File: src/rss_regs.vh
`ifndef RSS_REGS_VH
`define RSS_REGS_VH

// System clock period
`define RSS_CLK_NS          25'h4

// Sequencing times, in ns, sized to the cycle counters
`define RSS_POR_EXT_NS      25'h7530
`define RSS_BOR_EXT_NS      25'h186A0
`define RSS_PLL_LOCK_NS     25'h16E360
`define RSS_CLOCK_FAIL_MONITOR_NS         25'hDBBA0
`define RSS_POWERUP_TIMER_STEP_NS    25'hF4240

// Oscillator start-up timer length, in oscillator periods
`define RSS_OST_PERIODS     11'h400

// External pin glitch filter length, in system clocks
`define RSS_PIN_FILTER_CYC  4'h8

// Hard trap priority window
`define RSS_HARD_TRAP_LO    4'hD
`define RSS_HARD_TRAP_HI    4'hF

// Reset cause register bit positions
`define RSS_BIT_POR         0
`define RSS_BIT_BOR         1
`define RSS_BIT_WATCHDOG_TIMEOUT_FLAG        4
`define RSS_BIT_SWR         6
`define RSS_BIT_PIN_RESET_FLAG        7
`define RSS_BIT_CM          9
`define RSS_BIT_TRAP_CONFLICT_FLAG       15

// Implemented cause bits and reset value
`define RSS_CAUSE_MASK      16'h82D3
`define RSS_CAUSE_RESET     16'h0003

// Reset vector and clock select after logic reset
`define RSS_RESET_VECTOR    24'h000000
`define RSS_CLKSEL_RESET    3'h0

// Width of the pin-remapping control compare
`define RSS_REMAP_W         16

`endif

File: src/rss_top.v
// What this block does
// [RULE1] Crystal clock waits 1024 oscillator periods
// [RULE2] PLL clock additionally waits lock time
// [RULE3] Hold reset until ready, fetch at zero
// [RULE4] Clock monitor starts after ready plus delay
// [RULE5] Power-on reset held threshold plus extension
// [RULE6] Power-on event sets power-on flag
// [RULE7] Brown-out held until threshold plus extension
// [RULE8] Brown-out event sets brown-out flag
// [RULE9] Three-bit field selects power-up delay
// [RULE10] Each supply rise restarts whole delay
// [RULE11] Filtered low pin pulses cause reset
// [RULE12] Pin reset sets pin-reset flag
// [RULE13] Reset instruction: one-cycle warm reset
// [RULE14] Reset instruction sets soft-reset flag
// [RULE15] Watchdog time-out resets, clock kept
// [RULE16] Watchdog in sleep/idle only wakes
// [RULE17] Watchdog time-out sets its flag
// [RULE18] Lower hard trap during trap: reset
// [RULE19] Trap conflict sets trap-conflict flag
// [RULE20] Remap registers compared against shadow copies
// [RULE21] Mismatch reset sets mismatch flag
// [RULE22] Any source asserts system reset
// [RULE23] Cold reset loads clock select; warm keeps
// [RULE24] Power-on clears other flags; software writes
// [RULE25] Async sources synchronised before flag update
`include "rss_regs.vh"
`default_nettype none

module rss_top #(
	parameter [24:0] POR_EXT_CYC  = `RSS_POR_EXT_NS / `RSS_CLK_NS,
	parameter [24:0] BOR_EXT_CYC  = `RSS_BOR_EXT_NS / `RSS_CLK_NS,
	parameter [24:0] PLL_LOCK_CYC = `RSS_PLL_LOCK_NS / `RSS_CLK_NS,
	parameter [24:0] CLOCK_FAIL_MONITOR_CYC     = `RSS_CLOCK_FAIL_MONITOR_NS / `RSS_CLK_NS,
	parameter [24:0] POWERUP_TIMER_MS_CYC  = `RSS_POWERUP_TIMER_STEP_NS / `RSS_CLK_NS
) (
	input  wire                    clk_sys,
	input  wire                    reset,
	input  wire                    belowPoweronThreshold,
	input  wire                    belowBrownoutThreshold,
	input  wire                    external_reset_pin_n,
	input  wire                    oscClock,
	input  wire                    watchdogTimeout,
	input  wire                    inSleepOrIdle,
	input  wire                    softResetInstr,
	input  wire                    trapInService,
	input  wire [3:0]              trapServicePrio,
	input  wire                    trapNewValid,
	input  wire [3:0]              trapNewPrio,
	input  wire [`RSS_REMAP_W-1:0] remapControl,
	input  wire [`RSS_REMAP_W-1:0] remapShadow,
	input  wire                    clockIsCrystal,
	input  wire                    clockUsesPll,
	input  wire                    clockFailMonitorEnable,
	input  wire [2:0]              powerup_delay_select,
	input  wire [2:0]              initial_clock_select,
	input  wire                    causeWriteEn,
	input  wire [15:0]             causeWriteData,
	output reg                     system_reset_out,
	output reg  [15:0]             reset_cause_register,
	output reg  [2:0]              current_clock_select,
	output reg                     clockReady,
	output reg                     clock_fail_monitor,
	output reg                     fetchStart,
	output reg  [23:0]             fetchAddress,
	output reg                     watchdogWake
);

	localparam [2:0] ST_SUPPLY = 3'h0;
	localparam [2:0] ST_EXT    = 3'h1;
	localparam [2:0] ST_POWERUP_TIMER   = 3'h2;
	localparam [2:0] ST_OST    = 3'h3;
	localparam [2:0] ST_LOCK   = 3'h4;
	localparam [2:0] ST_RUN    = 3'h5;
	localparam [2:0] ST_WARM   = 3'h6;

	// Async order: por, bor, pin, watchdog, oscillator
	localparam [4:0] SYNC_RESET = 5'h07;

	function [24:0] pwrtCycles;
		input [2:0] sel;
		begin
			if (sel == 3'h0)
				pwrtCycles = 25'h0;
			else
				pwrtCycles = POWERUP_TIMER_MS_CYC << sel;
		end
	endfunction

	wire [4:0] asyncIn = {oscClock, watchdogTimeout,
		external_reset_pin_n, belowBrownoutThreshold,
		belowPoweronThreshold};

	reg  [4:0]  meta_ff;
	reg  [4:0]  sync_ff;
	reg  [4:0]  prev_ff;
	reg  [2:0]  state_ff;
	reg  [2:0]  nxt_state;
	reg  [24:0] cnt_ff;
	reg  [24:0] nxt_cnt;
	reg         coldPor_ff;
	reg         nxt_coldPor;
	reg  [3:0]  pinFilt_ff;
	reg         pinReq_ff;
	reg  [24:0] fscmCnt_ff;
	reg  [15:0] nxt_cause;
	reg         nxt_system_reset_out;

	// Two flops per async source before any logic looks at it
	genvar gi;
	generate
		for (gi = 0; gi < 5; gi = gi + 1) begin : gSync
			always @(posedge clk_sys) begin
				if (reset) begin
					meta_ff[gi] <= SYNC_RESET[gi];
					sync_ff[gi] <= SYNC_RESET[gi];
					prev_ff[gi] <= SYNC_RESET[gi];
				end else begin
					meta_ff[gi] <= asyncIn[gi]; // [RULE25]
					sync_ff[gi] <= meta_ff[gi];
					prev_ff[gi] <= sync_ff[gi];
				end
			end
		end
	endgenerate

	wire porLvl  = sync_ff[0];
	wire borLvl  = sync_ff[1] & ~sync_ff[0];
	wire pinLow  = ~sync_ff[2];
	wire wdtEdge = sync_ff[3] & ~prev_ff[3];
	wire oscEdge = sync_ff[4] & ~prev_ff[4];
	wire porEvt  = sync_ff[0] & ~prev_ff[0];
	wire borEvt  = borLvl & ~(prev_ff[1] & ~prev_ff[0]);
	wire running = (state_ff == ST_RUN);

	// Filter turns short low glitches on the pin into nothing
	always @(posedge clk_sys) begin
		if (reset) begin
			pinFilt_ff <= 4'h0;
			pinReq_ff  <= 1'b0;
		end else if (!pinLow) begin
			pinFilt_ff <= 4'h0;
			pinReq_ff  <= 1'b0;
		end else if (pinFilt_ff == `RSS_PIN_FILTER_CYC) begin
			pinReq_ff <= 1'b1; // [RULE11]
		end else begin
			pinFilt_ff <= pinFilt_ff + 4'h1;
		end
	end

	wire pinEvt  = pinLow && (pinFilt_ff == `RSS_PIN_FILTER_CYC) &&
		!pinReq_ff;
	// Synchronised, so a time-out resets two clocks late
	wire wdtRst  = wdtEdge && !inSleepOrIdle; // [RULE15] [RULE16]
	wire trapCfl = trapNewValid && trapInService &&
		(trapNewPrio >= `RSS_HARD_TRAP_LO) &&
		(trapNewPrio <= `RSS_HARD_TRAP_HI) &&
		(trapNewPrio < trapServicePrio); // [RULE18]
	wire cfgMis  = (remapControl != remapShadow); // [RULE20]
	wire swRst   = softResetInstr && running;
	wire warmAny = pinEvt || pinReq_ff || swRst || wdtRst ||
		trapCfl || cfgMis;

	always @* begin
		nxt_state   = state_ff;
		nxt_cnt     = cnt_ff;
		nxt_coldPor = coldPor_ff;
		if (porLvl || borLvl) begin
			// Any supply dip restarts the whole chain
			nxt_state   = ST_SUPPLY; // [RULE10]
			nxt_cnt     = 25'h0;
			nxt_coldPor = porLvl | (coldPor_ff & ~borEvt);
		end else begin
			case (state_ff)
			ST_SUPPLY: begin
				nxt_state = ST_EXT;
				nxt_cnt   = 25'h0;
			end
			ST_EXT: begin
				if (cnt_ff >= (coldPor_ff ? POR_EXT_CYC :
					BOR_EXT_CYC)) begin // [RULE5] [RULE7]
					nxt_state = ST_POWERUP_TIMER;
					nxt_cnt   = 25'h0;
				end else
					nxt_cnt = cnt_ff + 25'h1;
			end
			ST_POWERUP_TIMER: begin
				if (cnt_ff >= pwrtCycles(powerup_delay_select)) begin
					nxt_state = ST_OST; // [RULE9]
					nxt_cnt   = 25'h0;
				end else
					nxt_cnt = cnt_ff + 25'h1;
			end
			ST_OST: begin
				if (!clockIsCrystal ||
					cnt_ff >= {14'h0, `RSS_OST_PERIODS}) begin
					nxt_state = ST_LOCK; // [RULE1]
					nxt_cnt   = 25'h0;
				end else if (oscEdge)
					nxt_cnt = cnt_ff + 25'h1;
			end
			ST_LOCK: begin
				if (!clockUsesPll || cnt_ff >= PLL_LOCK_CYC) begin
					nxt_state = ST_RUN; // [RULE2] [RULE3]
					nxt_cnt   = 25'h0;
				end else
					nxt_cnt = cnt_ff + 25'h1;
			end
			ST_RUN: begin
				if (warmAny)
					nxt_state = ST_WARM; // [RULE22]
			end
			ST_WARM: begin
				// Clock is not restarted: back to running directly
				if (!warmAny && !pinLow)
					nxt_state = ST_RUN; // [RULE13]
			end
			default: begin
				nxt_state = ST_SUPPLY;
				nxt_cnt   = 25'h0;
			end
			endcase
		end
		nxt_system_reset_out = (nxt_state != ST_RUN); // [RULE22]
	end

	// Event sets are applied after a software write so they win
	always @* begin
		nxt_cause = reset_cause_register;
		if (causeWriteEn)
			nxt_cause = causeWriteData & `RSS_CAUSE_MASK; // [RULE24]
		if (porEvt) begin
			nxt_cause = 16'h0;
			nxt_cause[`RSS_BIT_POR] = 1'b1; // [RULE6] [RULE24]
		end
		if (borEvt) begin
			nxt_cause[`RSS_BIT_TRAP_CONFLICT_FLAG] = 1'b0;
			nxt_cause[`RSS_BIT_CM]    = 1'b0;
			nxt_cause[`RSS_BIT_SWR]   = 1'b0;
			nxt_cause[`RSS_BIT_WATCHDOG_TIMEOUT_FLAG]  = 1'b0;
			nxt_cause[`RSS_BIT_BOR]   = 1'b1; // [RULE8]
		end
		if (pinEvt)
			nxt_cause[`RSS_BIT_PIN_RESET_FLAG] = 1'b1; // [RULE12]
		if (swRst)
			nxt_cause[`RSS_BIT_SWR] = 1'b1; // [RULE14]
		if (wdtEdge)
			nxt_cause[`RSS_BIT_WATCHDOG_TIMEOUT_FLAG] = 1'b1; // [RULE17]
		if (trapCfl && running)
			nxt_cause[`RSS_BIT_TRAP_CONFLICT_FLAG] = 1'b1; // [RULE19]
		if (cfgMis && running)
			nxt_cause[`RSS_BIT_CM] = 1'b1; // [RULE21]
	end

	always @(posedge clk_sys) begin
		if (reset) begin
			state_ff             <= ST_SUPPLY;
			cnt_ff               <= 25'h0;
			coldPor_ff           <= 1'b1;
			system_reset_out     <= 1'b1;
			reset_cause_register <= `RSS_CAUSE_RESET;
			current_clock_select <= `RSS_CLKSEL_RESET;
			clockReady           <= 1'b0;
			fetchStart           <= 1'b0;
			fetchAddress         <= `RSS_RESET_VECTOR;
			watchdogWake         <= 1'b0;
		end else begin
			state_ff             <= nxt_state;
			cnt_ff               <= nxt_cnt;
			coldPor_ff           <= nxt_coldPor;
			system_reset_out     <= nxt_system_reset_out;
			reset_cause_register <= nxt_cause;
			// Only cold resets reload the clock choice
			if (nxt_state == ST_SUPPLY)
				current_clock_select <= initial_clock_select; // [RULE23]
			if (nxt_state == ST_SUPPLY)
				clockReady <= 1'b0;
			else if (state_ff == ST_LOCK && nxt_state == ST_RUN)
				clockReady <= 1'b1;
			fetchStart   <= system_reset_out && !nxt_system_reset_out; // [RULE3]
			fetchAddress <= `RSS_RESET_VECTOR;
			watchdogWake <= wdtEdge && inSleepOrIdle; // [RULE16]
		end
	end

	// Monitor arms only after the clock has settled for its delay
	always @(posedge clk_sys) begin
		// Dropped with clock ready, so it never outlives it
		if (reset || !clockReady || nxt_state == ST_SUPPLY) begin
			fscmCnt_ff         <= 25'h0;
			clock_fail_monitor <= 1'b0;
		end else if (fscmCnt_ff >= CLOCK_FAIL_MONITOR_CYC) begin
			clock_fail_monitor <= clockFailMonitorEnable; // [RULE4]
		end else begin
			fscmCnt_ff <= fscmCnt_ff + 25'h1;
		end
	end

endmodule

`default_nettype wire
File: config.mk
export PLATFORM = sky130hd
export DESIGN_NAME = rss_top
export DESIGN_NICKNAME = d
export VERILOG_FILES = /design/src/rss_top.v
export VERILOG_INCLUDE_DIRS = /design/src /design/src/src
export SDC_FILE = /design/constraint.sdc
export NUM_CORES = 1
export LEC_CHECK = 0
export CORE_MARGIN = 2
export CORE_UTILIZATION = 32
export CTS_BUF_LIST = sky130_fd_sc_hd__clkbuf_16
export CTS_CLUSTER_DIAMETER = 30
export DETAILED_ROUTE_END_ITERATION = 7
export DONT_BUFFER_PORTS = 1
export GPL_TIMING_DRIVEN = 0
export SLEW_MARGIN = 10
export SYNTH_ARGS = -nofsm -noshare
export SYNTH_HDL_FRONTEND = slang
export SYNTH_SLANG_ARGS = --single-unit
File: constraint.sdc
create_clock -name clk_sys -period 3.8 [get_ports clk_sys]
set_input_delay 0.76 -clock clk_sys [delete_from_list [all_inputs] [get_ports clk_sys]]
set_output_delay 0.76 -clock clk_sys [all_outputs]
set_load 0.03 [all_outputs]
* Word-level counts from Yosys, hierarchy flattened
Index checks and enable logic that the tools add are counted.
Operators by class: add/sub/neg operators 3, order comparisons 8, equality and inequality tests 11, shift-type cells 1, multiplexer cells 29, bitwise logic cells 16, reductions and logical operators 47
Operators with widths (number):
- $mux 25 | 8
- $pmux 25 s5 | 1
- $add 25x1->25 const B | 2
- $mux 16 | 2
- $ge 25x11->1 const B | 1
- $ge 25x15->1 | 1
- $ge 25x18->1 const B | 1
- $ge 25x19->1 const B | 1
- $ge 25x25->1 | 1
- $shl 18x3->25 const A | 1
- $mux 3 | 7
- $pmux 3 s7 | 1
- $ne 16x16->1 | 1
- $reduce_bool 4->1 | 4
- $mux 15 | 1
- $logic_and 1x1->1 | 14
- $eq 3x3->1 const B | 4
- $reduce_or 2->1 | 6
- $logic_or 1x1->1 | 10
- $logic_not 3->1 | 3
- $mux 1 | 9
- $not 1->1 | 8
- $and 1x1->1 | 7
- $logic_not 1->1 | 7
- 12 further kinds | 14
Storage, ports and cells: register bits after elaboration 88, input bits 77, output and inout port bits 48

* Longest topological paths before layout
Gate-level depths: netlist of run 1.
depth after elaboration 16, mapped depth 15

* Worst setup path after synthesis of run 1
Ideal clock, no wire load.
path kind input -> register, start point input port powerup_delay_select[2], end point register cnt_ff[24], arrival time 3.115 ns, required time 3.678 ns, slack 0.563 ns, stages on the path 13, cell sequence clkbuf_1 buf_1 nand2_1 ha_1 and4_1 nand2_1 o21ai_0 a221oi_1 a31o_2 o211a_4 buf_6 o211a_1 a221o_1
On the way: word-level cells in the longest chain between the ends 7, elaborated cells between the ends (all ways) 8, classes of those cells 1 x order compare; 1 x shift; 5 x mux; 1 x reduce/logical
Ends and longest elaborated chain:
- start: declaration | RTL line rss_top.v:55 | input wire [2:0] powerup_delay_select,
- $shl 18x3->25 or $logic_not 3->1 (tied branches) | RTL line rss_top.v:86, rss_top.v:83
- $mux 25 * | RTL line rss_top.v:83 | if (sel == 3'h0)
- $mux 25 * | RTL line rss_top.v:174 | case (state_ff)
- $mux 25 * | RTL line rss_top.v:168 | if (porLvl || borLvl) begin
- $ge 25x25->1 * | RTL line rss_top.v:188 | if (cnt_ff >= pwrtCycles(powerup_delay_select)) begin
- $mux 25 * | RTL line rss_top.v:188
- $pmux 25 s5 * | RTL line rss_top.v:174
- end signal: assignment | RTL line rss_top.v:269 | cnt_ff <= nxt_cnt;
- end: declaration | RTL line rss_top.v:99 | reg [24:0] cnt_ff;
Mark *: on every way between the ends. The rest lies on a longest branch, timed or not. The select of a mux whose other input is x is not followed. A chain may end at the register's enable or synchronous reset.

* Worst setup path after layout of run 1
start point input port powerup_delay_select[2], end point register cnt_ff[23]
The elaborated chain is that of the path after synthesis.

==> qor.txt, run 1 <==
STATUS
---------------------------------------------------------------------------------
Run status ......................................................... finished clean

TIMING
---------------------------------------------------------------------------------
Fraction of the cycle the final worst path needs ...................        0.929
Final setup vio count ..............................................            0
Slew Limit Fails ...................................................            0
Setup repair after global routing missed its margin ................        false
Final Hold Violating Endpoints .....................................            0
Max Freq ...........................................................      283 MHz
Slew at the pin closest to its max-slew limit ......................     0.625 ns
Worst relative slew slack ..........................................        0.578
Setup total negative slack .........................................         0 ns
Worst setup skew after layout ......................................   0.00686 ns
Time the final worst path needs with I/O delays and setup ..........      3.53 ns

ROUTE
---------------------------------------------------------------------------------
Average wire per standard cell .....................................      13.1 um
Total number of vias ...............................................         4368
Average vias per placed instance ...................................         4.83
DRC violation count after routing ..................................            0
Post-Route WL ......................................................     11900 um
First-pass detailed-route iteration total ..........................            4
Iteration-0 DRC count of the detailed router .......................          223
Remaining antenna violation count after routing ....................            0

FINAL LAYOUT
---------------------------------------------------------------------------------
Count of nets after finishing ......................................          800
Layout overhead on the synthesized area ............................        14.4%
Fin util ...........................................................        0.372
Leading cell type in the layout, fill and taps excluded ............ sky130_fd_sc_hd__dfxtp_1
Share of cells above drive strength 1 ..............................        0.113
Fill cell instance count of the final layout .......................         1697
Commonest cells after routing, fill and taps aside ................. sky130_fd_sc_hd__dfxtp_1, sky130_fd_sc_hd__nor2_1, sky130_fd_sc_hd__nand2_1

POWER AND IR DROP
---------------------------------------------------------------------------------
NetSw ..............................................................     0.509 mW
Internal power of the cells ........................................      1.72 mW
Clk network pwr share ..............................................        0.490
Proportion of power drawn by combinational gates ...................        0.081
Switching power share of the total .................................        0.228
Peak VDD IR ........................................................       209 uV
Leakage component of the power .....................................      2.61 nW
PD cells ...........................................................   364 nW/um2
Share of total power in sequential cells ...........................        0.430

GRT
---------------------------------------------------------------------------------
First-pass GRT wire length .........................................     19400 um
Pin count of the biggest net entering global routing ...............           16
GRT Resource Usage Total ...........................................        0.135
Number of antenna violations at the first check in global routing ..            1
Vias in the first global route .....................................         3930
Global route total overflow ........................................            0

CLOCKING
---------------------------------------------------------------------------------
Number of buffers on the longest clock path ........................            2
Root Driver ........................................................ sky130_fd_sc_hd__clkbuf_16
Clk slew on worst S/H paths ........................................      0.06 ns
Post-CTS setup-driven buffer insertion count .......................            0
H-tree levels ......................................................            3
Sink Count .........................................................           88
TritonCTS clock tree ...............................................         done
Hold bufs inserted after CTS .......................................            0
Count of instances resized after the clock tree is built ...........            0
Source-to-sink clock delay at the later pin of the worst-skew pair .      0.34 ns
Number of buffers added by the clock tree synthesis step ...........            9

DIE
---------------------------------------------------------------------------------
Die height .........................................................       133 um
Total Die Area .....................................................    17800 um2
Row cnt ............................................................           47
Count of pins on the block boundary ................................          125
Initial standard-cell utilization of the core ......................        0.325
Core region area ...................................................    16500 um2
Horiz. Die Dim .....................................................       133 um

SETUP PATH
---------------------------------------------------------------------------------
Beginning of the worst register-to-register path ................... coldPor_ff$_SDFFE_PP1P_
Delay-heaviest family, CP .......................................... compound AO/OA/AOI/OAI gates
Cell at the slowest stage of the critical path ..................... sky130_fd_sc_hd__buf_1
Endpoint arrival time on the critical path .........................      3.77 ns
CP endpoint kind ...................................................     register
Crit. Startpoint ................................................... powerup_delay_select[2]
Critical path cell sequence ........................................ clkbuf_1 -> buf_1 -> nand2_1 -> ha_1 -> nand4_1 -> nor4_1 -> o21ai_0 -> a31o_2 -> o211ai_1 -> buf_6 -> o21ai_0 -> a21o_1
CP max stage delay .................................................      0.36 ns
Worst Path Required ................................................      4.04 ns
Most used cell along the critical path ............................. sky130_fd_sc_hd__o21ai_0
Crit start category ................................................ primary input
Maximum fanout count along the critical path .......................           10
Buffers plus inverters on the worst setup path .....................            3
Startpoint-to-endpoint class of the critical path ..................    in -> reg

SYNTH
---------------------------------------------------------------------------------
Syn avg cell area ..................................................     8.42 um2
FFs w/ async S/R, synth ............................................            0
Dominant cell type by area after synthesis ......................... sky130_fd_sc_hd__dfxtp_1
FF+latch count, synth ..............................................           88
Synth cell types ...................................................           63
Area of the mapped netlist .........................................     5360 um2
Yosys top cell area share ..........................................        0.329
Warning count from the yosys run ...................................            0
Synthesized instance count .........................................          636
Most frequently used flop master after synthesis ................... sky130_fd_sc_hd__dfxtp_1
Post-synth EDFFs ...................................................            0
Share of the yosys chip area belonging to registers ................        0.329
Largest cells by area after synthesis .............................. sky130_fd_sc_hd__dfxtp_1, sky130_fd_sc_hd__ha_1, sky130_fd_sc_hd__buf_4

PLACED DESIGN
---------------------------------------------------------------------------------
Placed wire-length estimate ........................................      9000 um
Final Wtd Congestion ...............................................        0.773
Number of port buffers .............................................            0

HOLD PATH
---------------------------------------------------------------------------------
Class of the tightest hold or removal check ........................   reg -> reg
Worst Hold Launch .................................................. meta_ff[0]$_SDFF_PP1_

FLOW RUN
---------------------------------------------------------------------------------
Max-cap viol count .................................................            0

==> per-layer routing <==
| layer | vias to the layer above | track usage | part of all wire |
|---|---|---|---|
| met4 | 0 | 0.0248 | 0.0035 |
| met5 | - | 0 | 0 |
| met3 | 2 | 0.0400 | 0.046 |
| met2 | 84 | 0.226 | 0.49 |
| li1 | 2289 | - | - |
| met1 | 1993 | 0.173 | 0.46 |
==> synthesized netlist by cell type (3+ instances only) <==
| master | number |
|---|---|
| sky130_fd_sc_hd__inv_1 | 20 |
| sky130_fd_sc_hd__a211oi_1 | 4 |
| sky130_fd_sc_hd__o21ai_0 | 22 |
| sky130_fd_sc_hd__and3_1 | 16 |
| sky130_fd_sc_hd__nor2_1 | 64 |
| sky130_fd_sc_hd__a21o_1 | 19 |
| sky130_fd_sc_hd__nor4_1 | 7 |
| sky130_fd_sc_hd__xor2_1 | 14 |
| sky130_fd_sc_hd__ha_1 | 44 |
| sky130_fd_sc_hd__a31oi_1 | 10 |
| sky130_fd_sc_hd__nand4_1 | 27 |
| sky130_fd_sc_hd__a22o_1 | 5 |
| sky130_fd_sc_hd__buf_4 | 34 |
| sky130_fd_sc_hd__mux2_2 | 4 |
| sky130_fd_sc_hd__nand2b_1 | 12 |
| sky130_fd_sc_hd__or3_1 | 4 |
| sky130_fd_sc_hd__and4_1 | 3 |
| sky130_fd_sc_hd__nor2b_1 | 14 |
| sky130_fd_sc_hd__mux2i_1 | 11 |
| sky130_fd_sc_hd__nand3_1 | 20 |
| sky130_fd_sc_hd__o211ai_1 | 3 |
| sky130_fd_sc_hd__xnor2_1 | 21 |
| sky130_fd_sc_hd__or2_2 | 10 |
| sky130_fd_sc_hd__dfxtp_1 | 88 |
| sky130_fd_sc_hd__nand3b_1 | 3 |
| sky130_fd_sc_hd__a21oi_1 | 30 |
| sky130_fd_sc_hd__nand2_1 | 49 |
| sky130_fd_sc_hd__and2_1 | 4 |
| sky130_fd_sc_hd__nor3_1 | 15 |
| sky130_fd_sc_hd__clkbuf_1 | 16 |
| sky130_fd_sc_hd__a21boi_0 | 3 |
==> worst paths after layout <==
| check | slack, ns | depth (start not counted) | end |
|---|---|---|---|
| worst max-delay path | 0.27 | 12 | cnt_ff[23]$_SDFFE_PP0P_ |
| worst max register to register | 0.89 | 11 | cnt_ff[9]$_SDFFE_PP0P_ |
| worst min register to register | 0.41 | 1 | porLvl$_SDFF_PP1_ |
| worst min-delay path | 0.41 | 1 | porLvl$_SDFF_PP1_ |
==> per-stage QoR <==
step / instances / hold slack (ns) / instance area [um2] / total power [mW] / setup slack, ns
3_5_place_dp: 888 / 0.394 / 5750 / 1.16 / -0.0584
6_report: 905 / 0.409 / 6130 / 2.23 / 0.270
2_1_floorplan: 668 / 0.389 / 5480 / 1.14 / 0.563
4_1_cts: 904 / 0.409 / 6120 / 2.26 / 0.293
5_1_grt: 905 / 0.433 / 6130 / 2.32 / 0.0694
3_3_place_gp: 888 / 0.393 / 5750 / 1.16 / -0.0257
==> layout make-up <==
class,count,area (um2),share of cell area
buffer,55,362,0.0590
clock inverter,7,143,0.0233
inverter,20,75.1,0.0122
sequential,88,1760,0.287
tap,220,275,0.0449
antenna,1,2.50,0.000408
multi-input combinational,505,3290,0.536
clock buffer,9,225,0.0367
==> cell families after synthesis <==
family / synth area share
AND/OR/NAND/NOR: 0.245
AO/OA/AOI/OAI: 0.155
flip-flops: 0.329
buffers and inverters: 0.0815
adder cells (fa/ha/maj): 0.103
XOR/XNOR: 0.0572
multiplexers: 0.0290
other: 0.000700
==> state kept, by name (all words and copies together), names as in the netlist, 3 cells and up <==
name / cells
cnt_ff: 25
sync_ff: 4
pinFilt_ff: 4
state_ff: 3
current_clock_select: 3
reset_cause_register: 7
meta_ff: 5
fscmCnt_ff: 25
prev_ff: 4
==> power by group through the flow <==
stage	registers (mW)	logic [mW]	clock network [mW]
finish	0.959	0.180	1.09
global route	0.960	0.201	1.16
CTS	0.959	0.181	1.12
detailed placement	0.980	0.180	0
global placement	0.980	0.178	0
floorplan	0.977	0.159	0
Power figures use the tool's default switching activity.
==> run 2, diff against run 1 <==
--- a/config.mk
+++ b/config.mk
@@ -9,11 +9,12 @@
 export CORE_MARGIN = 2
 export CORE_UTILIZATION = 32
 export CTS_BUF_LIST = sky130_fd_sc_hd__clkbuf_16
-export CTS_CLUSTER_DIAMETER = 30
+export CTS_CLUSTER_DIAMETER = 60
 export DETAILED_ROUTE_END_ITERATION = 7
 export DONT_BUFFER_PORTS = 1
 export GPL_TIMING_DRIVEN = 0
-export SLEW_MARGIN = 10
+export REMOVE_ABC_BUFFERS = 1
+export SLEW_MARGIN = 15
 export SYNTH_ARGS = -nofsm -noshare
 export SYNTH_HDL_FRONTEND = slang
 export SYNTH_SLANG_ARGS = --single-unit
==> run 2 against run 1 <==
Sequential share of layout area grew 2.1 points; count of clock-buffer cells in the layout is the same; sequential cell count is the same; largest cell class unchanged.
==> qor.txt, run 2 (synthesis gave the netlist of run 1 again) <==
STATUS
---------------------------------------------------------------------------------
Run status ......................................................... finished clean

DIE
---------------------------------------------------------------------------------
Row cnt ............................................................           47   unchanged
Horiz. Die Dim .....................................................       133 um   unchanged
Initial standard-cell utilization of the core ......................        0.325   unchanged
Core region area ...................................................    16500 um2   unchanged
Total Die Area .....................................................    17800 um2   unchanged
Die height .........................................................       133 um   unchanged
Count of pins on the block boundary ................................          125   unchanged

ROUTE
---------------------------------------------------------------------------------
Average wire per standard cell .....................................      13.6 um   +3.2%
Iteration-0 DRC count of the detailed router .......................          296   +33%
Post-Route WL ......................................................     11600 um   -2.8%
Remaining antenna violation count after routing ....................            0   unchanged
First-pass detailed-route iteration total ..........................            6   +2
Total number of vias ...............................................         4221   -3.4%
DRC violation count after routing ..................................            0   unchanged
Average vias per placed instance ...................................         4.95   +2.6%

GRT
---------------------------------------------------------------------------------
First-pass GRT wire length .........................................     19100 um   -1.4%
Vias in the first global route .....................................         3881   -1.2%
Pin count of the biggest net entering global routing ...............           34   +18
Number of antenna violations at the first check in global routing ..            0   -1
GRT Resource Usage Total ...........................................        0.131   -0.00394
Global route total overflow ........................................            0   unchanged

TIMING
---------------------------------------------------------------------------------
Setup total negative slack .........................................         0 ns   unchanged
Worst hold margin ..................................................     0.416 ns   +0.00677 ns
Max Freq ...........................................................      291 MHz   +2.7%
Setup repair after global routing missed its margin ................        false
Fraction of the cycle the final worst path needs ...................        0.904   -0.0248
Slew Limit Fails ...................................................            0   unchanged
Worst setup skew after layout ......................................   0.00717 ns   +0.000305 ns
Worst relative slew slack ..........................................        0.567   -0.0107
Time the final worst path needs with I/O delays and setup ..........      3.44 ns   -0.0942 ns
Final setup vio count ..............................................            0   unchanged
Slew at the pin closest to its max-slew limit ......................     0.649 ns   +0.0242 ns
Final Hold Violating Endpoints .....................................            0   unchanged

CLOCKING
---------------------------------------------------------------------------------
Clk slew on worst S/H paths ........................................      0.06 ns   about the same
Number of buffers added by the clock tree synthesis step ...........            9   unchanged
H-tree levels ......................................................            3   unchanged
Number of buffers on the longest clock path ........................            2   unchanged
Root Driver ........................................................ sky130_fd_sc_hd__clkbuf_16
TritonCTS clock tree ...............................................         done
Source-to-sink clock delay at the later pin of the worst-skew pair .      0.34 ns   about the same
Sink Count .........................................................           88   unchanged

FINAL LAYOUT
---------------------------------------------------------------------------------
Top Registers ...................................................... cnt_ff x25, fscmCnt_ff x25, reset_cause_register x7
Count of nets after finishing ......................................          749   -6.4%
Number of inserted diodes ..........................................            0   -1
Layout overhead on the synthesized area ............................        6.56%
Leading cell type in the layout, fill and taps excluded ............ sky130_fd_sc_hd__dfxtp_1
Share of cells above drive strength 1 ..............................       0.0633   -0.0493
Fill cell instance count of the final layout .......................         1740   +2.5%
Final cell count without fillers ...................................          852   -5.9%
Commonest cells after routing, fill and taps aside ................. sky130_fd_sc_hd__dfxtp_1, sky130_fd_sc_hd__nor2_1, sky130_fd_sc_hd__nand2_1

SETUP PATH
---------------------------------------------------------------------------------
Crit start category ................................................ primary input
Delay-heaviest family, CP .......................................... compound AO/OA/AOI/OAI gates
Buffers plus inverters on the worst setup path .....................            3   unchanged
Maximum fanout count along the critical path .......................            7   -3
Beginning of the worst register-to-register path ................... coldPor_ff$_SDFFE_PP1P_
Endpoint arrival time on the critical path .........................      3.73 ns   -0.04 ns
Startpoint-to-endpoint class of the critical path ..................    in -> reg
Cell at the slowest stage of the critical path ..................... sky130_fd_sc_hd__a221oi_1
Critical path cell sequence ........................................ inv_1 -> ha_1 -> or2_2 -> a21oi_1 -> ha_1 -> a21o_1 -> a21oi_1 -> o21ai_0 -> a221oi_1 -> a31o_2 -> o211ai_1 -> buf_4 -> buf_4 -> nor4_1 -> a21o_1
CP max stage delay .................................................      0.43 ns   +0.07 ns
CP endpoint kind ...................................................     register
Crit. Startpoint ................................................... powerup_delay_select[0]
Worst Path Required ................................................      4.09 ns   +0.05 ns

HOLD PATH
---------------------------------------------------------------------------------
Class of the tightest hold or removal check ........................   reg -> reg
Worst Hold Launch .................................................. meta_ff[2]$_SDFF_PP1_

PLACED DESIGN
---------------------------------------------------------------------------------
Placed wire-length estimate ........................................      8510 um   -5.5%
Number of cells in the design after placement ......................          833   -6.2%
Final Wtd Congestion ...............................................        0.780   +1.0%
Number of port buffers .............................................            0   unchanged

FLOW RUN
---------------------------------------------------------------------------------
Max-cap viol count .................................................            0   unchanged

POWER AND IR DROP
---------------------------------------------------------------------------------
PD cells ...........................................................   346 nW/um2   -5.0%
Peak VDD IR ........................................................       208 uV   -0.35%
Leakage component of the power .....................................      2.35 nW   -9.8%

[run 2: cell types whose count changed in the layout (fill, tap and decap cells not counted), moves of 2 or more]
cell                         change
sky130_fd_sc_hd__clkinvlp_4      +2
sky130_fd_sc_hd__clkbuf_1       -16
sky130_fd_sc_hd__buf_4          -30
sky130_fd_sc_hd__buf_6           -2
sky130_fd_sc_hd__bufinv_16       -3
[run 2: cell type report]
type,count,area [um2],share of cell area
multi-input cells,505,3280,0.574
inverters,20,75.1,0.0131
flip-flops and latches,88,1760,0.309
clock buffers,9,225,0.0394
well taps,220,275,0.0482
clock inverters,6,62.6,0.0110
repair buffers,4,30.0,0.00526
[run 2: worst paths after layout]
path / end / slack, ns / depth (start not counted)
hold / removal: sync_ff[2]$_SDFF_PP1_ / 0.42 / 1
setup reg to reg: cnt_ff[6]$_SDFFE_PP0P_ / 0.90 / 10
hold reg to reg: sync_ff[2]$_SDFF_PP1_ / 0.42 / 1
setup / recovery: cnt_ff[23]$_SDFFE_PP0P_ / 0.36 / 15
[run 2: worst reg2reg max path: cells and delay by family, from the launching register on]
family | cells | cell delay (ns)
flip-flops | 1 | 0.47
AND/OR/NAND/NOR | 2 | 0.26
AO/OA/AOI/OAI | 6 | 1.63
buffers and inverters | 1 | 0.16
adder cells (fa/ha/maj) | 1 | 0.31
[run 2: timing repair]
item,CTS,global route
buffers inserted,0,4
hold buffers,0,0
resized for setup,0,0
endpoints found under the setup margin,0,9
[run 2: per-stage QoR]
stage / cell area, um2 / total power, mW / util / worst slack [ns]
floorplan: 5120 / 1.10 / - / 0.429
global placement: 5390 / 1.12 / 0.327 / -0.327
detailed placement: 5390 / 1.12 / 0.327 / -0.308
CTS: 5680 / 2.01 / 0.345 / 0.0319
global route: 5710 / 2.06 / 0.347 / 0.0772
finish: 5710 / 1.98 / 0.347 / 0.364
[run 2: routing by layer]
layer  wire length (um)  global-route usage  vias up  share of wire
li1                   -                   -     2184              -
met1               5610               0.173     1953           0.49
met2               5400               0.213       71           0.47
met3                397              0.0327       13          0.034
met4                145              0.0355        0          0.013
met5                  0                   0        -              0
[run 2: power breakdown]
group	internal, mW	leakage, nW	total (mW)	switching, mW
logic	0.0525	1.50	0.142	0.0890
registers	0.936	0.714	0.961	0.0249
clock network	0.503	0.139	0.873	0.370
total	1.49	2.35	1.98	0.484
==> run 3, diff against run 2 <==
--- a/config.mk
+++ b/config.mk
@@ -13,6 +13,7 @@
 export DETAILED_ROUTE_END_ITERATION = 7
 export DONT_BUFFER_PORTS = 1
 export GPL_TIMING_DRIVEN = 0
+export PLACE_DENSITY = 0.48
 export REMOVE_ABC_BUFFERS = 1
 export SLEW_MARGIN = 15
 export SYNTH_ARGS = -nofsm -noshare
==> run 3 against run 2 <==
Worst setup slack worse by 0.00099 ns; largest power group is now clock; final area up 1.1%; first-iteration DRC count down 40%; power up 7.5%; non-clock buffer count down 1; critical path type unchanged; largest cell class unchanged; combinational power about the same; sequential share of layout area down 0.33 points; highest routed layer unchanged; sequential cell count unchanged.
==> qor.txt, run 3 (synthesis gave the netlist of run 1 again) <==
SETUP PATH
---------------------------------------------------------------------------------
Worst R2R End ...................................................... cnt_ff[13]$_SDFFE_PP0P_
Beginning of the worst register-to-register path ................... coldPor_ff$_SDFFE_PP1P_
CP max stage delay .................................................      0.46 ns   +0.03 ns
Minimum setup slack among reg-to-reg paths .........................      0.87 ns   -0.03 ns
Crit start category ................................................ primary input
Critical path capture point ........................................ cnt_ff[14]$_SDFFE_PP0P_
Worst Path Required ................................................      4.09 ns   about the same
Cell at the slowest stage of the critical path ..................... sky130_fd_sc_hd__a221oi_1
Crit. Startpoint ................................................... powerup_delay_select[0]
Startpoint-to-endpoint class of the critical path ..................    in -> reg
Number of cell instances on the worst register-to-register path ....           10   unchanged
CP endpoint kind ...................................................     register
Endpoint arrival time on the critical path .........................      3.73 ns   about the same
Maximum fanout count along the critical path .......................            8   +1
Critical path cell sequence ........................................ inv_1 -> ha_1 -> or2_2 -> a21oi_1 -> ha_1 -> a21o_1 -> a21oi_1 -> o21ai_0 -> a221oi_1 -> a31o_2 -> o211ai_1 -> buf_4 -> buf_4 -> nor4_2 -> a21o_1

TIMING
---------------------------------------------------------------------------------
Fraction of the cycle the final worst path needs ...................        0.904   about the same
Final setup vio count ..............................................            0   unchanged
Slew Limit Fails ...................................................            0   unchanged
Worst setup margin .................................................     0.363 ns   -0.000990 ns
Worst setup skew after layout ......................................   0.00788 ns   +0.000717 ns
Max Freq ...........................................................      291 MHz   about the same
Final Hold Violating Endpoints .....................................            0   unchanged
Worst relative slew slack ..........................................        0.543   -0.0240
Time the final worst path needs with I/O delays and setup ..........      3.44 ns   +0.000990 ns
Setup repair after global routing missed its margin ................        false
Setup total negative slack .........................................         0 ns   unchanged
Slew at the pin closest to its max-slew limit ......................     0.685 ns   +0.0361 ns
Worst hold margin ..................................................     0.411 ns   -0.00467 ns

CLOCKING
---------------------------------------------------------------------------------
H-tree levels ......................................................            3   unchanged
Number of buffers on the longest clock path ........................            2   unchanged
Clk slew on worst S/H paths ........................................      0.06 ns   about the same
Count of instances resized after the clock tree is built ...........            0   unchanged
Number of buffers added by the clock tree synthesis step ...........            9   unchanged
Sink Count .........................................................           88   unchanged
Root Driver ........................................................ sky130_fd_sc_hd__clkbuf_16
TritonCTS clock tree ...............................................         done
Source-to-sink clock delay at the later pin of the worst-skew pair .      0.34 ns   about the same

DIE
---------------------------------------------------------------------------------
Core region area ...................................................    16500 um2   unchanged
Die height .........................................................       133 um   unchanged
Count of pins on the block boundary ................................          125   unchanged
Total Die Area .....................................................    17800 um2   unchanged
Row cnt ............................................................           47   unchanged
Horiz. Die Dim .....................................................       133 um   unchanged
Initial standard-cell utilization of the core ......................        0.325   unchanged

POWER AND IR DROP
---------------------------------------------------------------------------------
Switching power share of the total .................................        0.231   -0.0142
Proportion of power drawn by combinational gates ...................        0.067   -0.005
Leakage component of the power .....................................      2.38 nW   +1.3%
Share of total power in sequential cells ...........................        0.453   -0.034
NetSw ..............................................................     0.490 mW   +1.3%
PD cells ...........................................................   368 nW/um2   +6.3%
Internal power of the cells ........................................      1.63 mW   +9.5%
Clk network pwr share ..............................................        0.480   +0.038
Overall power ......................................................      2.12 mW   +7.5%
Peak VDD IR ........................................................       205 uV   -1.4%

FLOW RUN
---------------------------------------------------------------------------------
Max-cap viol count .................................................            0   unchanged

GRT
---------------------------------------------------------------------------------
Pin count of the biggest net entering global routing ...............           34   unchanged
Number of antenna violations at the first check in global routing ..            0   unchanged
Vias in the first global route .....................................         4109   +5.9%
First-pass GRT wire length .........................................     19800 um   +3.2%
Global route total overflow ........................................            0   unchanged
GRT Resource Usage Total ...........................................        0.135   +0.00447

PLACED DESIGN
---------------------------------------------------------------------------------
Placed wire-length estimate ........................................      8850 um   +4.0%
Number of port buffers .............................................            0   unchanged
Post-Place Setup Slack .............................................    -0.433 ns   -0.125 ns
Placed standard-cell area ..........................................     5390 um2   unchanged
Final Wtd Congestion ...............................................        0.736   -5.7%

FINAL LAYOUT
---------------------------------------------------------------------------------
Share of cells above drive strength 1 ..............................       0.0633   unchanged
Number of inserted diodes ..........................................            0   unchanged
Area of all placed cells without fillers ...........................     5770 um2   +1.1%
Commonest cells after routing, fill and taps aside ................. sky130_fd_sc_hd__dfxtp_1, sky130_fd_sc_hd__nor2_1, sky130_fd_sc_hd__nand2_1
Sequential Area ....................................................     1760 um2   unchanged
Top Registers ...................................................... cnt_ff x25, fscmCnt_ff x25, reset_cause_register x7
Fill cell instance count of the final layout .......................         1714   -1.5%
Layout overhead on the synthesized area ............................        7.71%
Area used by multi-input combinational logic .......................     3280 um2   unchanged
Leading cell type in the layout, fill and taps excluded ............ sky130_fd_sc_hd__dfxtp_1
Count of nets after finishing ......................................          748   -0.13%

ROUTE
---------------------------------------------------------------------------------
Average wire per standard cell .....................................      13.8 um   +2.1%
Remaining antenna violation count after routing ....................            0   unchanged
First-pass detailed-route iteration total ..........................            4   -2
Iteration-0 DRC count of the detailed router .......................          178   -40%
Post-Route WL ......................................................     11800 um   +2.1%
Average vias per placed instance ...................................         5.09   +2.7%
DRC violation count after routing ..................................            0   unchanged
Total number of vias ...............................................         4334   +2.7%

HOLD PATH
---------------------------------------------------------------------------------
Class of the tightest hold or removal check ........................   reg -> reg

STATUS
---------------------------------------------------------------------------------
Run status ......................................................... finished clean

[run 3: cell count changes in the layout (fill, tap and decap cells not counted)]
cell | previous run | this run
sky130_fd_sc_hd__buf_4 | 4 | 2
sky130_fd_sc_hd__buf_12 | 0 | 1
sky130_fd_sc_hd__clkinvlp_4 | 2 | 1
sky130_fd_sc_hd__clkinv_4 | 1 | 0
sky130_fd_sc_hd__inv_6 | 0 | 2
sky130_fd_sc_hd__clkinv_2 | 1 | 0
sky130_fd_sc_hd__bufinv_16 | 1 | 3
[run 3: routing by layer]
layer | GRT usage | wire, um
met1 | 0.167 | 5390
met4 | 0.0331 | 127
met2 | 0.232 | 5740
met3 | 0.0388 | 529
met5 | 0 | 0
[run 3: final cells by class]
type	instances	share of cell area
clock buffers	9	0.0390
repair buffers	3	0.00607
clock inverters	7	0.0206
inverters	20	0.0130
multi-input cells	505	0.568
flip-flops and latches	88	0.305
well taps	220	0.0477
[run 3: per-stage QoR]
step	util	cells
after detailed placement	0.327	833
after floorplan	-	613
after global placement	0.327	833
final	0.350	852
after global routing	0.350	852
after CTS	0.350	852
[run 3: worst max-delay path, delay by kind of cell]
kind / cells / cell delay [ns]
AOI/OAI and AO/OA: 8 / 1.53
adders and majority gates: 2 / 0.51
buffers and inverters: 3 / 0.40
and+or+nand+nor: 2 / 0.52
[run 3: power groups by stage]
stage / sequential, mW / combinational [mW] / clock, mW
5_1_grt: 0.962 / 0.162 / 1.10
2_1_floorplan: 0.978 / 0.125 / 0
4_1_cts: 0.961 / 0.143 / 1.05
3_3_place_gp: 0.982 / 0.139 / 0
3_5_place_dp: 0.982 / 0.142 / 0
6_report: 0.961 / 0.143 / 1.02
[run 3: worst min path at each step]
stage,start,endpoint,slack (ns),depth (start not counted)
3_5_place_dp,meta_ff[0]$_SDFF_PP1_,porLvl$_SDFF_PP1_,0.40,1
4_1_cts,meta_ff[0]$_SDFF_PP1_,porLvl$_SDFF_PP1_,0.41,1
6_report,meta_ff[0]$_SDFF_PP1_,porLvl$_SDFF_PP1_,0.41,1
3_3_place_gp,meta_ff[1]$_SDFF_PP1_,sync_ff[1]$_SDFF_PP1_,0.40,1
2_1_floorplan,meta_ff[0]$_SDFF_PP1_,porLvl$_SDFF_PP1_,0.39,1
5_1_grt,meta_ff[2]$_SDFF_PP1_,sync_ff[2]$_SDFF_PP1_,0.43,1
[run 3: timing repair]
item / 4_1_cts / 5_1_grt
hold buffers: 0 / 0
setup endpoints to repair: 2 / 0
buffers inserted: 3 / 0
hold endpoints to repair: 0 / 0
